`config.mk`:
```
export PLATFORM = sky130hd
export DESIGN_NAME = kpi_keypad_pin_interrupt
export DESIGN_NICKNAME = d
export VERILOG_FILES = /design/src/kpi_pkg.sv /design/src/kpi_keypad_pin_interrupt.sv
export SDC_FILE = /design/constraint.sdc
export NUM_CORES = 1
export LEC_CHECK = 0
export ABC_AREA = 1
export ABC_CLOCK_PERIOD_IN_PS = 1500
export BUFFER_PORTS_ARGS = -buffer_cell sky130_fd_sc_hd__buf_4
export CORE_ASPECT_RATIO = 2
export CORE_MARGIN = 2
export CORE_UTILIZATION = 40
export DETAILED_ROUTE_END_ITERATION = 12
export GPL_TIMING_DRIVEN = 0
export MAX_ROUTING_LAYER = met4
export SLEW_MARGIN = 25
export SYNTH_ARGS = -nofsm -noshare
export SYNTH_HDL_FRONTEND = slang
export SYNTH_SLANG_ARGS = --single-unit
```
`constraint.sdc`:
```
create_clock -name i_core_clk -period 1.5 [get_ports i_core_clk]
set_input_delay 0.075 -clock i_core_clk [delete_from_list [all_inputs] [get_ports i_core_clk]]
set_output_delay 0.075 -clock i_core_clk [all_outputs]
set_load 0.01 [all_outputs]
```
`src/kpi_pkg.sv`:
```
// package of register map and field constants for the keypad pin interrupt
package kpi_pkg;
	// ****************************************
	// register map (word addresses, byte address = 4 * index)
	// ****************************************
	localparam logic [3:0] KPI_IDX_SC = 4'h0;
	localparam logic [3:0] KPI_IDX_PE = 4'h1;
	localparam logic [3:0] KPI_IDX_ES = 4'h2;
	localparam logic [3:0] KPI_IDX_PULL = 4'h3;
	localparam logic [3:0] KPI_IDX_IST = 4'h4;
	localparam logic [3:0] KPI_IDX_ICLR = 4'h5;
	localparam logic [3:0] KPI_IDX_IEN = 4'h6;
	// ****************************************
	// control register fields
	// ****************************************
	localparam int KPI_SC_MODE = 0;
	localparam int KPI_SC_IE = 1;
	localparam int KPI_SC_ACK = 2;
	localparam int KPI_SC_FLAG = 3;
	// ****************************************
	// event bits of the interrupt status register
	// ****************************************
	localparam int KPI_EV_DETECT = 0;
	localparam int KPI_EV_ACKFAIL = 1;
	localparam int KPI_NEV = 2;
	localparam logic [7:0] KPI_RST8 = 8'h00;
	localparam logic [31:0] KPI_RDZERO = 32'h0000_0000;
	localparam logic [1:0] KPI_SYNC_INIT = 2'h3;
endpackage

```
`src/kpi_keypad_pin_interrupt.sv`:
```
// eight-input pin interrupt detector with an avalon-mm register slave
//
// What this block does
// - control bit 3 reads the detect flag; writing bit 3 does not change it
// - control bit 2 is write-only acknowledge, always reads 0
// - control bit 1 gates the interrupt request to the cpu
// - control bit 0 selects edge-only or edge-and-level detection
// - each pin enable bit includes or excludes one input
// - polarity bit 0 means falling/low active, 1 rising/high active
// - enabled pull is pull-up at polarity 0, pull-down at polarity 1
// - an edge counts only after the input was seen deasserted
// - falling edge: sampled 1 then 0 in consecutive cycles
// - rising edge: sampled 0 then 1 in consecutive cycles
// - edge-only mode: a valid edge sets the flag; irq if enabled
// - edge-only mode: writing acknowledge 1 clears the flag
// - edge-and-level mode: edge or asserted level sets the flag
// - edge-and-level: acknowledge clears only if all enabled deasserted
// - seven registers: 4-bit control; 8-bit pin enable, polarity select, pull enable; 2-bit status, clear, enable
// - after deep stop wake-up the unit comes up in reset state
`timescale 1ns/1ps
module kpi_keypad_pin_interrupt
	import kpi_pkg::*;
#(
	parameter int NPIN = 8
) (
	// clock and reset
	input wire logic i_core_clk,
	input wire logic i_rstn,
	// avalon-mm slave
	input wire logic [3:0] i_address,
	input wire logic i_read,
	input wire logic i_write,
	input wire logic [31:0] i_writedata,
	input wire logic [3:0] i_byteenable,
	output logic [31:0] o_readdata,
	output logic o_waitrequest,
	// pins
	input wire logic [NPIN-1:0] i_pin,
	output logic [NPIN-1:0] o_pull_en,
	output logic [NPIN-1:0] o_pull_up,
	output logic [NPIN-1:0] o_pull_down,
	// interrupts
	output logic o_cpu_irq,
	output logic o_irq
);
	// ****************************************
	// state
	// ****************************************
	typedef struct packed {
		logic [NPIN-1:0] s1;
		logic [NPIN-1:0] s2;
		logic [NPIN-1:0] s3;
		logic [NPIN-1:0] armed;
		logic mode;
		logic ie;
		logic flag;
		logic [NPIN-1:0] pe;
		logic [NPIN-1:0] es;
		logic [NPIN-1:0] pull;
		logic [KPI_NEV-1:0] ist;
		logic [KPI_NEV-1:0] ien;
		logic ack;
		logic [31:0] rdata;
		logic done;
		logic wreq;
		logic [NPIN-1:0] pen;
		logic [NPIN-1:0] pup;
		logic [NPIN-1:0] pdn;
		logic cirq;
		logic irq;
	} kpi_state_t;

	kpi_state_t r;
	kpi_state_t next_r;

	function automatic logic [7:0] kpi_lane0(input logic [31:0] d,
		input logic [7:0] old, input logic [3:0] be);
		kpi_lane0 = be[0] ? d[7:0] : old;
	endfunction

	logic [NPIN-1:0] level_act;
	logic [NPIN-1:0] edge_hit;
	logic any_asserted;
	logic wr_sc;
	logic ack_req;
	logic [KPI_NEV-1:0] ev;
	logic bus_req;
	logic wr_go;
	logic rd_go;

	// ****************************************
	// next state
	// ****************************************
	always_comb begin
		next_r = r;
		// stable sample: second and third stage agree
		next_r.s1 = i_pin;
		next_r.s2 = r.s1;
		next_r.s3 = r.s2;
		// bus handshake: one wait state, then accept with waitrequest low
		bus_req = i_read || i_write;
		next_r.done = bus_req && !r.done;
		next_r.wreq = !(bus_req && !r.done);
		// writes land only at the edge where waitrequest is seen low
		wr_go = i_write && r.done;
		// read data is fetched in the wait cycle, shown in the accept cycle
		rd_go = i_read && !r.done;
		// asserted level of each input, per its polarity
		level_act = (r.s2 & r.s3 & r.es) | (~r.s2 & ~r.s3 & ~r.es);
		// arm once seen deasserted; edge when armed and now asserted
		edge_hit = r.armed & level_act & r.pe;
		for (int i = 0; i < NPIN; i++) begin
			if (!r.pe[i]) begin
				next_r.armed[i] = 1'b0;
			end else if (!level_act[i]) begin
				next_r.armed[i] = 1'b1;
			end else begin
				next_r.armed[i] = 1'b0;
			end
		end
		any_asserted = |(level_act & r.pe);
		wr_sc = wr_go && i_address == KPI_IDX_SC && i_byteenable[0];
		ack_req = wr_sc && i_writedata[KPI_SC_ACK];
		ev = '0;
		// flag: set wins over clear
		if (ack_req && (!r.mode || !any_asserted)) begin
			next_r.flag = 1'b0;
		end
		if (ack_req && r.mode && any_asserted) begin
			ev[KPI_EV_ACKFAIL] = 1'b1;
		end
		if ((|edge_hit) || (r.mode && any_asserted)) begin
			next_r.flag = 1'b1;
			ev[KPI_EV_DETECT] = !r.flag;
		end
		next_r.ack = ack_req;
		// register writes
		if (wr_go) begin
			case (i_address)
				KPI_IDX_SC: begin
					if (i_byteenable[0]) begin
						next_r.mode = i_writedata[KPI_SC_MODE];
						next_r.ie = i_writedata[KPI_SC_IE];
					end
				end
				KPI_IDX_PE: next_r.pe = kpi_lane0(i_writedata, r.pe,
					i_byteenable);
				KPI_IDX_ES: next_r.es = kpi_lane0(i_writedata, r.es,
					i_byteenable);
				KPI_IDX_PULL: next_r.pull = kpi_lane0(i_writedata, r.pull,
					i_byteenable);
				KPI_IDX_ICLR: begin
					if (i_byteenable[0]) begin
						next_r.ist = r.ist & ~i_writedata[KPI_NEV-1:0];
					end
				end
				KPI_IDX_IEN: begin
					if (i_byteenable[0]) begin
						next_r.ien = i_writedata[KPI_NEV-1:0];
					end
				end
				default: begin
				end
			endcase
		end
		next_r.ist = next_r.ist | ev; // set wins over clear
		// read data
		next_r.rdata = KPI_RDZERO;
		if (rd_go) begin
			case (i_address)
				KPI_IDX_SC: begin
					next_r.rdata[KPI_SC_FLAG] = r.flag;
					next_r.rdata[KPI_SC_IE] = r.ie;
					next_r.rdata[KPI_SC_MODE] = r.mode; // ack reads 0
				end
				KPI_IDX_PE: next_r.rdata[NPIN-1:0] = r.pe;
				KPI_IDX_ES: next_r.rdata[NPIN-1:0] = r.es;
				KPI_IDX_PULL: next_r.rdata[NPIN-1:0] = r.pull;
				KPI_IDX_IST: next_r.rdata[KPI_NEV-1:0] = r.ist;
				KPI_IDX_IEN: next_r.rdata[KPI_NEV-1:0] = r.ien;
				default: next_r.rdata = KPI_RDZERO;
			endcase
		end
		next_r.pen = r.pull;
		next_r.pup = r.pull & ~r.es;
		next_r.pdn = r.pull & r.es;
		next_r.cirq = next_r.flag & next_r.ie;
		next_r.irq = |(next_r.ist & next_r.ien);
	end

	// ****************************************
	// registers
	// ****************************************
	always_ff @(posedge i_core_clk or negedge i_rstn) begin
		if (!i_rstn) begin
			// idle waitrequest is high so no request is taken unanswered
			r <= '{wreq: 1'b1, default: '0};
		end else begin
			r <= next_r;
		end
	end

	assign o_readdata = r.rdata;
	assign o_waitrequest = r.wreq;
	assign o_pull_en = r.pen;
	assign o_pull_up = r.pup;
	assign o_pull_down = r.pdn;
	assign o_cpu_irq = r.cirq;
	assign o_irq = r.irq;
endmodule

```
==> results of run 1 <==
flip-flops by register name, summed over array words and instances, names as in the netlist:
signal,count
next_r,24
o_cpu_irq,1
o_irq,1
o_pull_down,8
o_pull_en,8
o_pull_up,8
o_readdata,8
o_waitrequest,1
r,40
report_power, final:
group	total [mW]	leakage (nW)	switching [mW]	internal, mW
Clock	2.48	0.163	0.973	1.51
Sequential	3.12	1.26	0.186	2.94
Combinational	0.933	1.45	0.471	0.462
kinds of logic after synthesis:
| logic type | after synthesis |
|---|---|
| AOI/OAI and AO/OA | 62 |
| buffers and inverters | 117 |
| other | 1 |
| DFF | 99 |
| and+or+nand+nor | 136 |
cell type report:
cell class	count	area (sq um)
fillers	919	4710
flip-flops and latches	99	2490
multi-input cells	222	1140
repair buffers	76	597
plain buffers	59	444
clock buffers	10	239
inverters	58	218
well taps	135	169
clock inverters	6	87.6
critical path: stages (launching register included):
cell	delay, ns
dfrtp_1	0.44
inv_1	0.11
o21ai_2	0.08
nand3_1	0.09
nand2_1	0.06
nor2_1	0.09
nand2_1	0.10
nand2_1	0.10
nand2_1	0.05
nand2_1	0.07
nand2_2	0.05
nand2_1	0.05
nand2_1	0.04
stage by stage:
stage          worst slack [ns]  utilization, %
4_1_cts                 0.00325            51.9
5_1_grt                 -0.0750            53.3
3_3_place_gp            -0.0193            47.7
6_report                 0.0349            53.3
3_5_place_dp            -0.0282            47.8
2_1_floorplan             0.245               -
metal layers:
layer,track usage [%],vias up,wire length (microns)
met3,3.34,22,289
met2,29.3,75,4890
met1,18.8,1401,3220
met5,-,-,0
met4,8.16,0,276
li1,-,1459,-
placed cells by master (no fill, tap or decap), drive strengths merged:
master       instances
a2111oi              1
dfstp                1
o22ai                6
a211oi               1
bufinv               2
o21ai               33
clkinv               3
dfrtp               98
buf                125
o211ai               1
o21bai               6
nor2                25
dlygate4sd3          9
or2                  1
nand2               87
nand4                8
a21oi                9
a221oi               1
inv                 59
o221ai               4
nand3               15
conb                24
clkbuf              11
worst max path at each step:
stage | startpoint | end | cells after the start
6_report | r[80]$_DFFE_PN0P_ | o_irq$_DFF_PN0_ | 12
5_1_grt | r[80]$_DFFE_PN0P_ | o_irq$_DFF_PN0_ | 12
4_1_cts | r[76]$_DFFE_PN0P_ | o_cpu_irq$_DFF_PN0_ | 9
3_5_place_dp | i_address[3] | next_r[25]$_DFFE_PN0P_ | 8
3_3_place_gp | i_address[3] | next_r[25]$_DFFE_PN0P_ | 8
2_1_floorplan | next_r[105]$_DFF_PN0_ | o_irq$_DFF_PN0_ | 11
what timing repair did:
action,4_1_cts,5_1_grt
hold endpoints to repair,106,0
resized for setup,0,23
endpoints found under the setup margin,2,5
hold buffers,9,0
pin swaps,1,4
buffers inserted,0,8
cloned,0,0
==> results_dict.tcl, run 1 <==
set metrics [dict create \
    critical_path_arrival_ns 1.70 \
    synthArstFlopShare_pct 100 \
    worstSetupPathType "reg -> reg" \
    worst_slew_pin_slew_ns 0.875 \
    via_count 2957 \
    drtIter0Drc 207 \
    final_cells 665 \
    gr-total-overflow 0 \
    clock_latency_ns 0.35 \
    drive_gt1_share_pct 34.7 \
    final.period_utilization_pct 97.7 \
    synth_warnings 0 \
    synth_compound_area_share_pct 9.03 \
    relSlewSlack_pct 41.7 \
    outcome "finished clean" \
    gp_congestion 0.871 \
    avgSynthCellArea_sq_um 9.92 \
    hpwlAfterDp_microns 6250 \
    yosysSeqAreaShare_pct 60.2 \
    leakagePower_nw 2.87 \
    cts_made_buffers 9 \
    ant_nets 0 \
    min_period_ns 1.47 \
    num_rows 52 \
    place_area_sq_mm 0.00482 \
    maxCapViolations 0 \
    num_io_pins 111 \
    clk_path_buf_depth 2 \
    wirelength_microns 8670 \
    synth_area_leaders "dfrtp_1 (60%), buf_4 (10%), nand2_1 (7.3%), inv_1 (4.9%), o21ai_1 (3.0%)" \
    crit_path_end_kind "register" \
    min_path_type "in -> reg" \
    cts_tree "done" \
    stdcell_area_sq_mm 0.00538 \
    grt_pass1_wl_microns 13800 \
    worstSetupStartpointType "register" \
    final_nets 577 \
    r2r_start "r[80]$_DFFE_PN0P_" \
    timing.hold.ws_ns 0.0150 \
    hold-path-endpoint "next_r[24]$_DFFE_PN0P_" \
    fin_tns_setup_ns 0 \
    cts.sinks 99 \
    synthFlopType "dfrtp_1" \
    synthMuxAreaShare_pct 0 \
    drc 0 \
    hold_viol_final 0 \
    routedWlPerCell_microns 13.0 \
    reg2reg_to "o_irq$_DFF_PN0_" \
    ys_types 29 \
    core_sq_mm 0.0101 \
    grt_usage_pct 17.3 \
    dr.pass1.iters 4 \
    critPathMaxFanout 5 \
    synth_simple_gate_area_share_pct 14.6 \
    worst-r2r-setup-slack_ns 0.03 \
    die_w_microns 75.7 \
    synth_top_family_by_area "buffers and inverters" \
    viasPerCell 4.45 \
    htreeDepth 3 \
    clk_pin_slew_ns 0.07 \
    placed_cells 632 \
    start_util_pct 40.8 \
    worstHoldStart "i_writedata[6]" \
    synthAdderAreaFrac_pct 0 \
    antenna_found_initial 0 \
    grt_pass1_vias 2900 \
    dieArea_sq_mm 0.0112 \
    die_y_microns 147 \
    power_density_mw_per_mm2 1220 \
    netlist_area_sq_mm 0.00412 \
    min_delay_path_depth 3 \
    clock_skew_ns 0.00749 \
    fmax_mhz 683 \
    rsz0062_at_grt "true" \
    r2r_cells 12 \
    io_buffer_count 59 \
    area_growth_syn_to_layout_pct 30.7 \
    num_antenna_cells 0 \
    root_buffer "clkbuf_16" \
    yosysTopAreaCell "dfrtp_1" \
    synth-edff-count 0 \
    synthMostInstantiatedCell "dfrtp_1" \
    power_mw 6.54 \
    ys_top_cells_by_count "dfrtp_1 (98), nand2_1 (80), buf_4 (56)" \
    setup_viol 0 \
    drv_slew 0 \
    syn_inst 415 \
    synth_top_area_share_pct 59.6 \
    grt_start_max_net_pins 100 \
    cp_data_required_time_ns 1.74 \
    max-vdd-ir-drop_uv 597 \
    yosys_register_bits 99 \
    synthXorXnorAreaFrac_pct 0 \
]
(Power assumes the default switching activity.)
==> inputs of run 2 (changes only) <==
- BUFFER_PORTS_ARGS: -buffer_cell sky130_fd_sc_hd__buf_4 -> -buffer_cell sky130_fd_sc_hd__buf_2
==> run 2 against run 1 <==
Against the previous run:
- first-iteration DRC count fell by 18%
- clock power is essentially flat
- sequential share of layout area rose by 0.81 points
- worst setup slack better by 0.019 ns
- critical path depth is 1 lower
- total power fell by 1.1%
- count of clock-buffer cells in the layout is the same
- cell area down 1.8%
- critical path type unchanged
- largest power group unchanged
==> results_dict.tcl, run 2 (synthesized netlist as in run 1, its figures left out) <==
set metrics [dict create \
    outcome "finished clean" \
    maxCapViolations 0 \
    drc 0 \
    drv_slew 0 \
    clk_pin_slew_ns 0.07 \
    cts_tree "done" \
    max-vdd-ir-drop_uv 714 \
    final_cell_mix "dfrtp_1 (93), nand2_1 (74), buf_4 (65)" \
    gr-total-overflow 0 \
    min_period_ns 1.45 \
    grt_usage_pct 16.7 \
    htreeDepth 3 \
    root_buffer "clkbuf_16" \
    core_sq_mm 0.0101 \
    grt_pass1_vias 2826 \
    die_y_microns 147 \
    clock_skew_ns 0.00819 \
    top_register "r" \
    critical_path_arrival_ns 1.68 \
    worstHoldStart "i_writedata[7]" \
    via_count 2955 \
    worst_slew_pin_slew_ns 0.600 \
    antenna_found_initial 0 \
    num_rows 52 \
    final_nets 579 \
    die_w_microns 75.7 \
    clk_path_buf_depth 2 \
    fmax_mhz 691 \
    placed_cells 633 \
    leakagePower_nw 2.87 \
    power_density_mw_per_mm2 1220 \
    start_util_pct 40.8 \
    area_growth_syn_to_layout_pct 28.4 \
    clock_latency_ns 0.34 \
    setup_viol 0 \
    hpwlAfterDp_microns 6170 \
    seq_area_sq_mm 0.00248 \
    grt_start_max_net_pins 79 \
    final_cells 667 \
    routedWlPerCell_microns 12.9 \
    fin_tns_setup_ns 0 \
    timing.hold.ws_ns 0.0286 \
    num_io_pins 111 \
    crit_path_end_kind "register" \
    viasPerCell 4.43 \
    relSlewSlack_pct 59.9 \
    io_buffer_count 59 \
    grt_pass1_wl_microns 13400 \
    final.period_utilization_pct 96.4 \
    rsz0062_at_grt "true" \
    worstSetupStartpointType "register" \
    largest_register_ffs 40 \
    ant_nets 0 \
    critPathMaxFanout 3 \
    min_path_type "in -> reg" \
    r2r_start "next_r[104]$_DFF_PN0_" \
    drtIter0Drc 170 \
    drive_gt1_share_pct 35.5 \
    gp_congestion 0.865 \
    multi_input_area_sq_mm 0.00115 \
    critPathLaunch "next_r[104]$_DFF_PN0_" \
    dieArea_sq_mm 0.0112 \
    layout_commonest_cell "dfrtp_1" \
    cp_data_required_time_ns 1.73 \
    dr.pass1.iters 4 \
    wirelength_microns 8590 \
    num_antenna_cells 0 \
    cts_made_buffers 9 \
    hold_viol_final 0 \
    cts.sinks 99 \
    worstSetupPathType "reg -> reg" \
    fillCellCount 943 \
    power_mw 6.47 \
]
## run 2: layout make-up
class,instances,area share (%)
Sequential cell,99,47.0
Multi-Input combinational cell,222,21.8
Timing Repair Buffer,78,9.21
Buffer,59,8.46
Clock buffer,10,4.52
Inverter,58,4.12
Tap cell,135,3.20
Clock inverter,6,1.63
## run 2: worst max-delay path: stages, from the launching register on
cell	delay [ns]
dfrtp_1	0.41
o21bai_4	0.20
nand3_2	0.09
nand2_1	0.05
nor2_1	0.12
nand2_1	0.11
nand2_1	0.09
nand2_1	0.05
nand2_1	0.07
nand2_2	0.05
nand2_1	0.06
nand2_1	0.04
## run 2: per-stage QoR
step | utilization (%) | worst slack [ns] | instance area [sq um]
finish | 52.4 | 0.0536 | 5280
global route | 52.4 | -0.0364 | 5280
CTS | 50.7 | 0.00224 | 5110
detailed placement | 46.6 | 0.0125 | 4700
global placement | 46.3 | -0.594 | 4670
floorplan | - | 0.245 | 4200
## run 2: final timing paths
check / to / slack [ns] / cells past startpoint
min in group asynchronous: o_pull_en[7]$_DFF_PN0_ / 0.14 / 2
min: r[88]$_DFFE_PN0P_ / 0.03 / 3
max in group asynchronous: r[76]$_DFFE_PN0P_ / 0.70 / 3
max reg2reg: o_irq$_DFF_PN0_ / 0.05 / 11
min reg2reg: next_r[106]$_DFF_PN0_ / 0.35 / 0
max: o_irq$_DFF_PN0_ / 0.05 / 11
## run 2: layer usage
metal	vias to the layer above	track usage (%)	wire length [microns]	share of wire (%)
li1	1461	-	-	-
met1	1375	18.7	3220	37
met2	93	27.1	4680	54
met3	26	3.27	333	3.9
met4	0	9.21	362	4.2
met5	-	-	0	0
## run 2: power by group
group	internal, mW	leakage, nW	switching, mW
logic	0.412	1.44	0.471
clock network	1.51	0.159	0.954
registers	2.94	1.26	0.185
total	4.86	2.87	1.61
## run 2: timing repair
item,4_1_cts,5_1_grt
hold endpoints to repair,106,0
resized for setup,0,27
setup endpoints to repair,0,8
hold buffers,9,0
buffers inserted,0,9
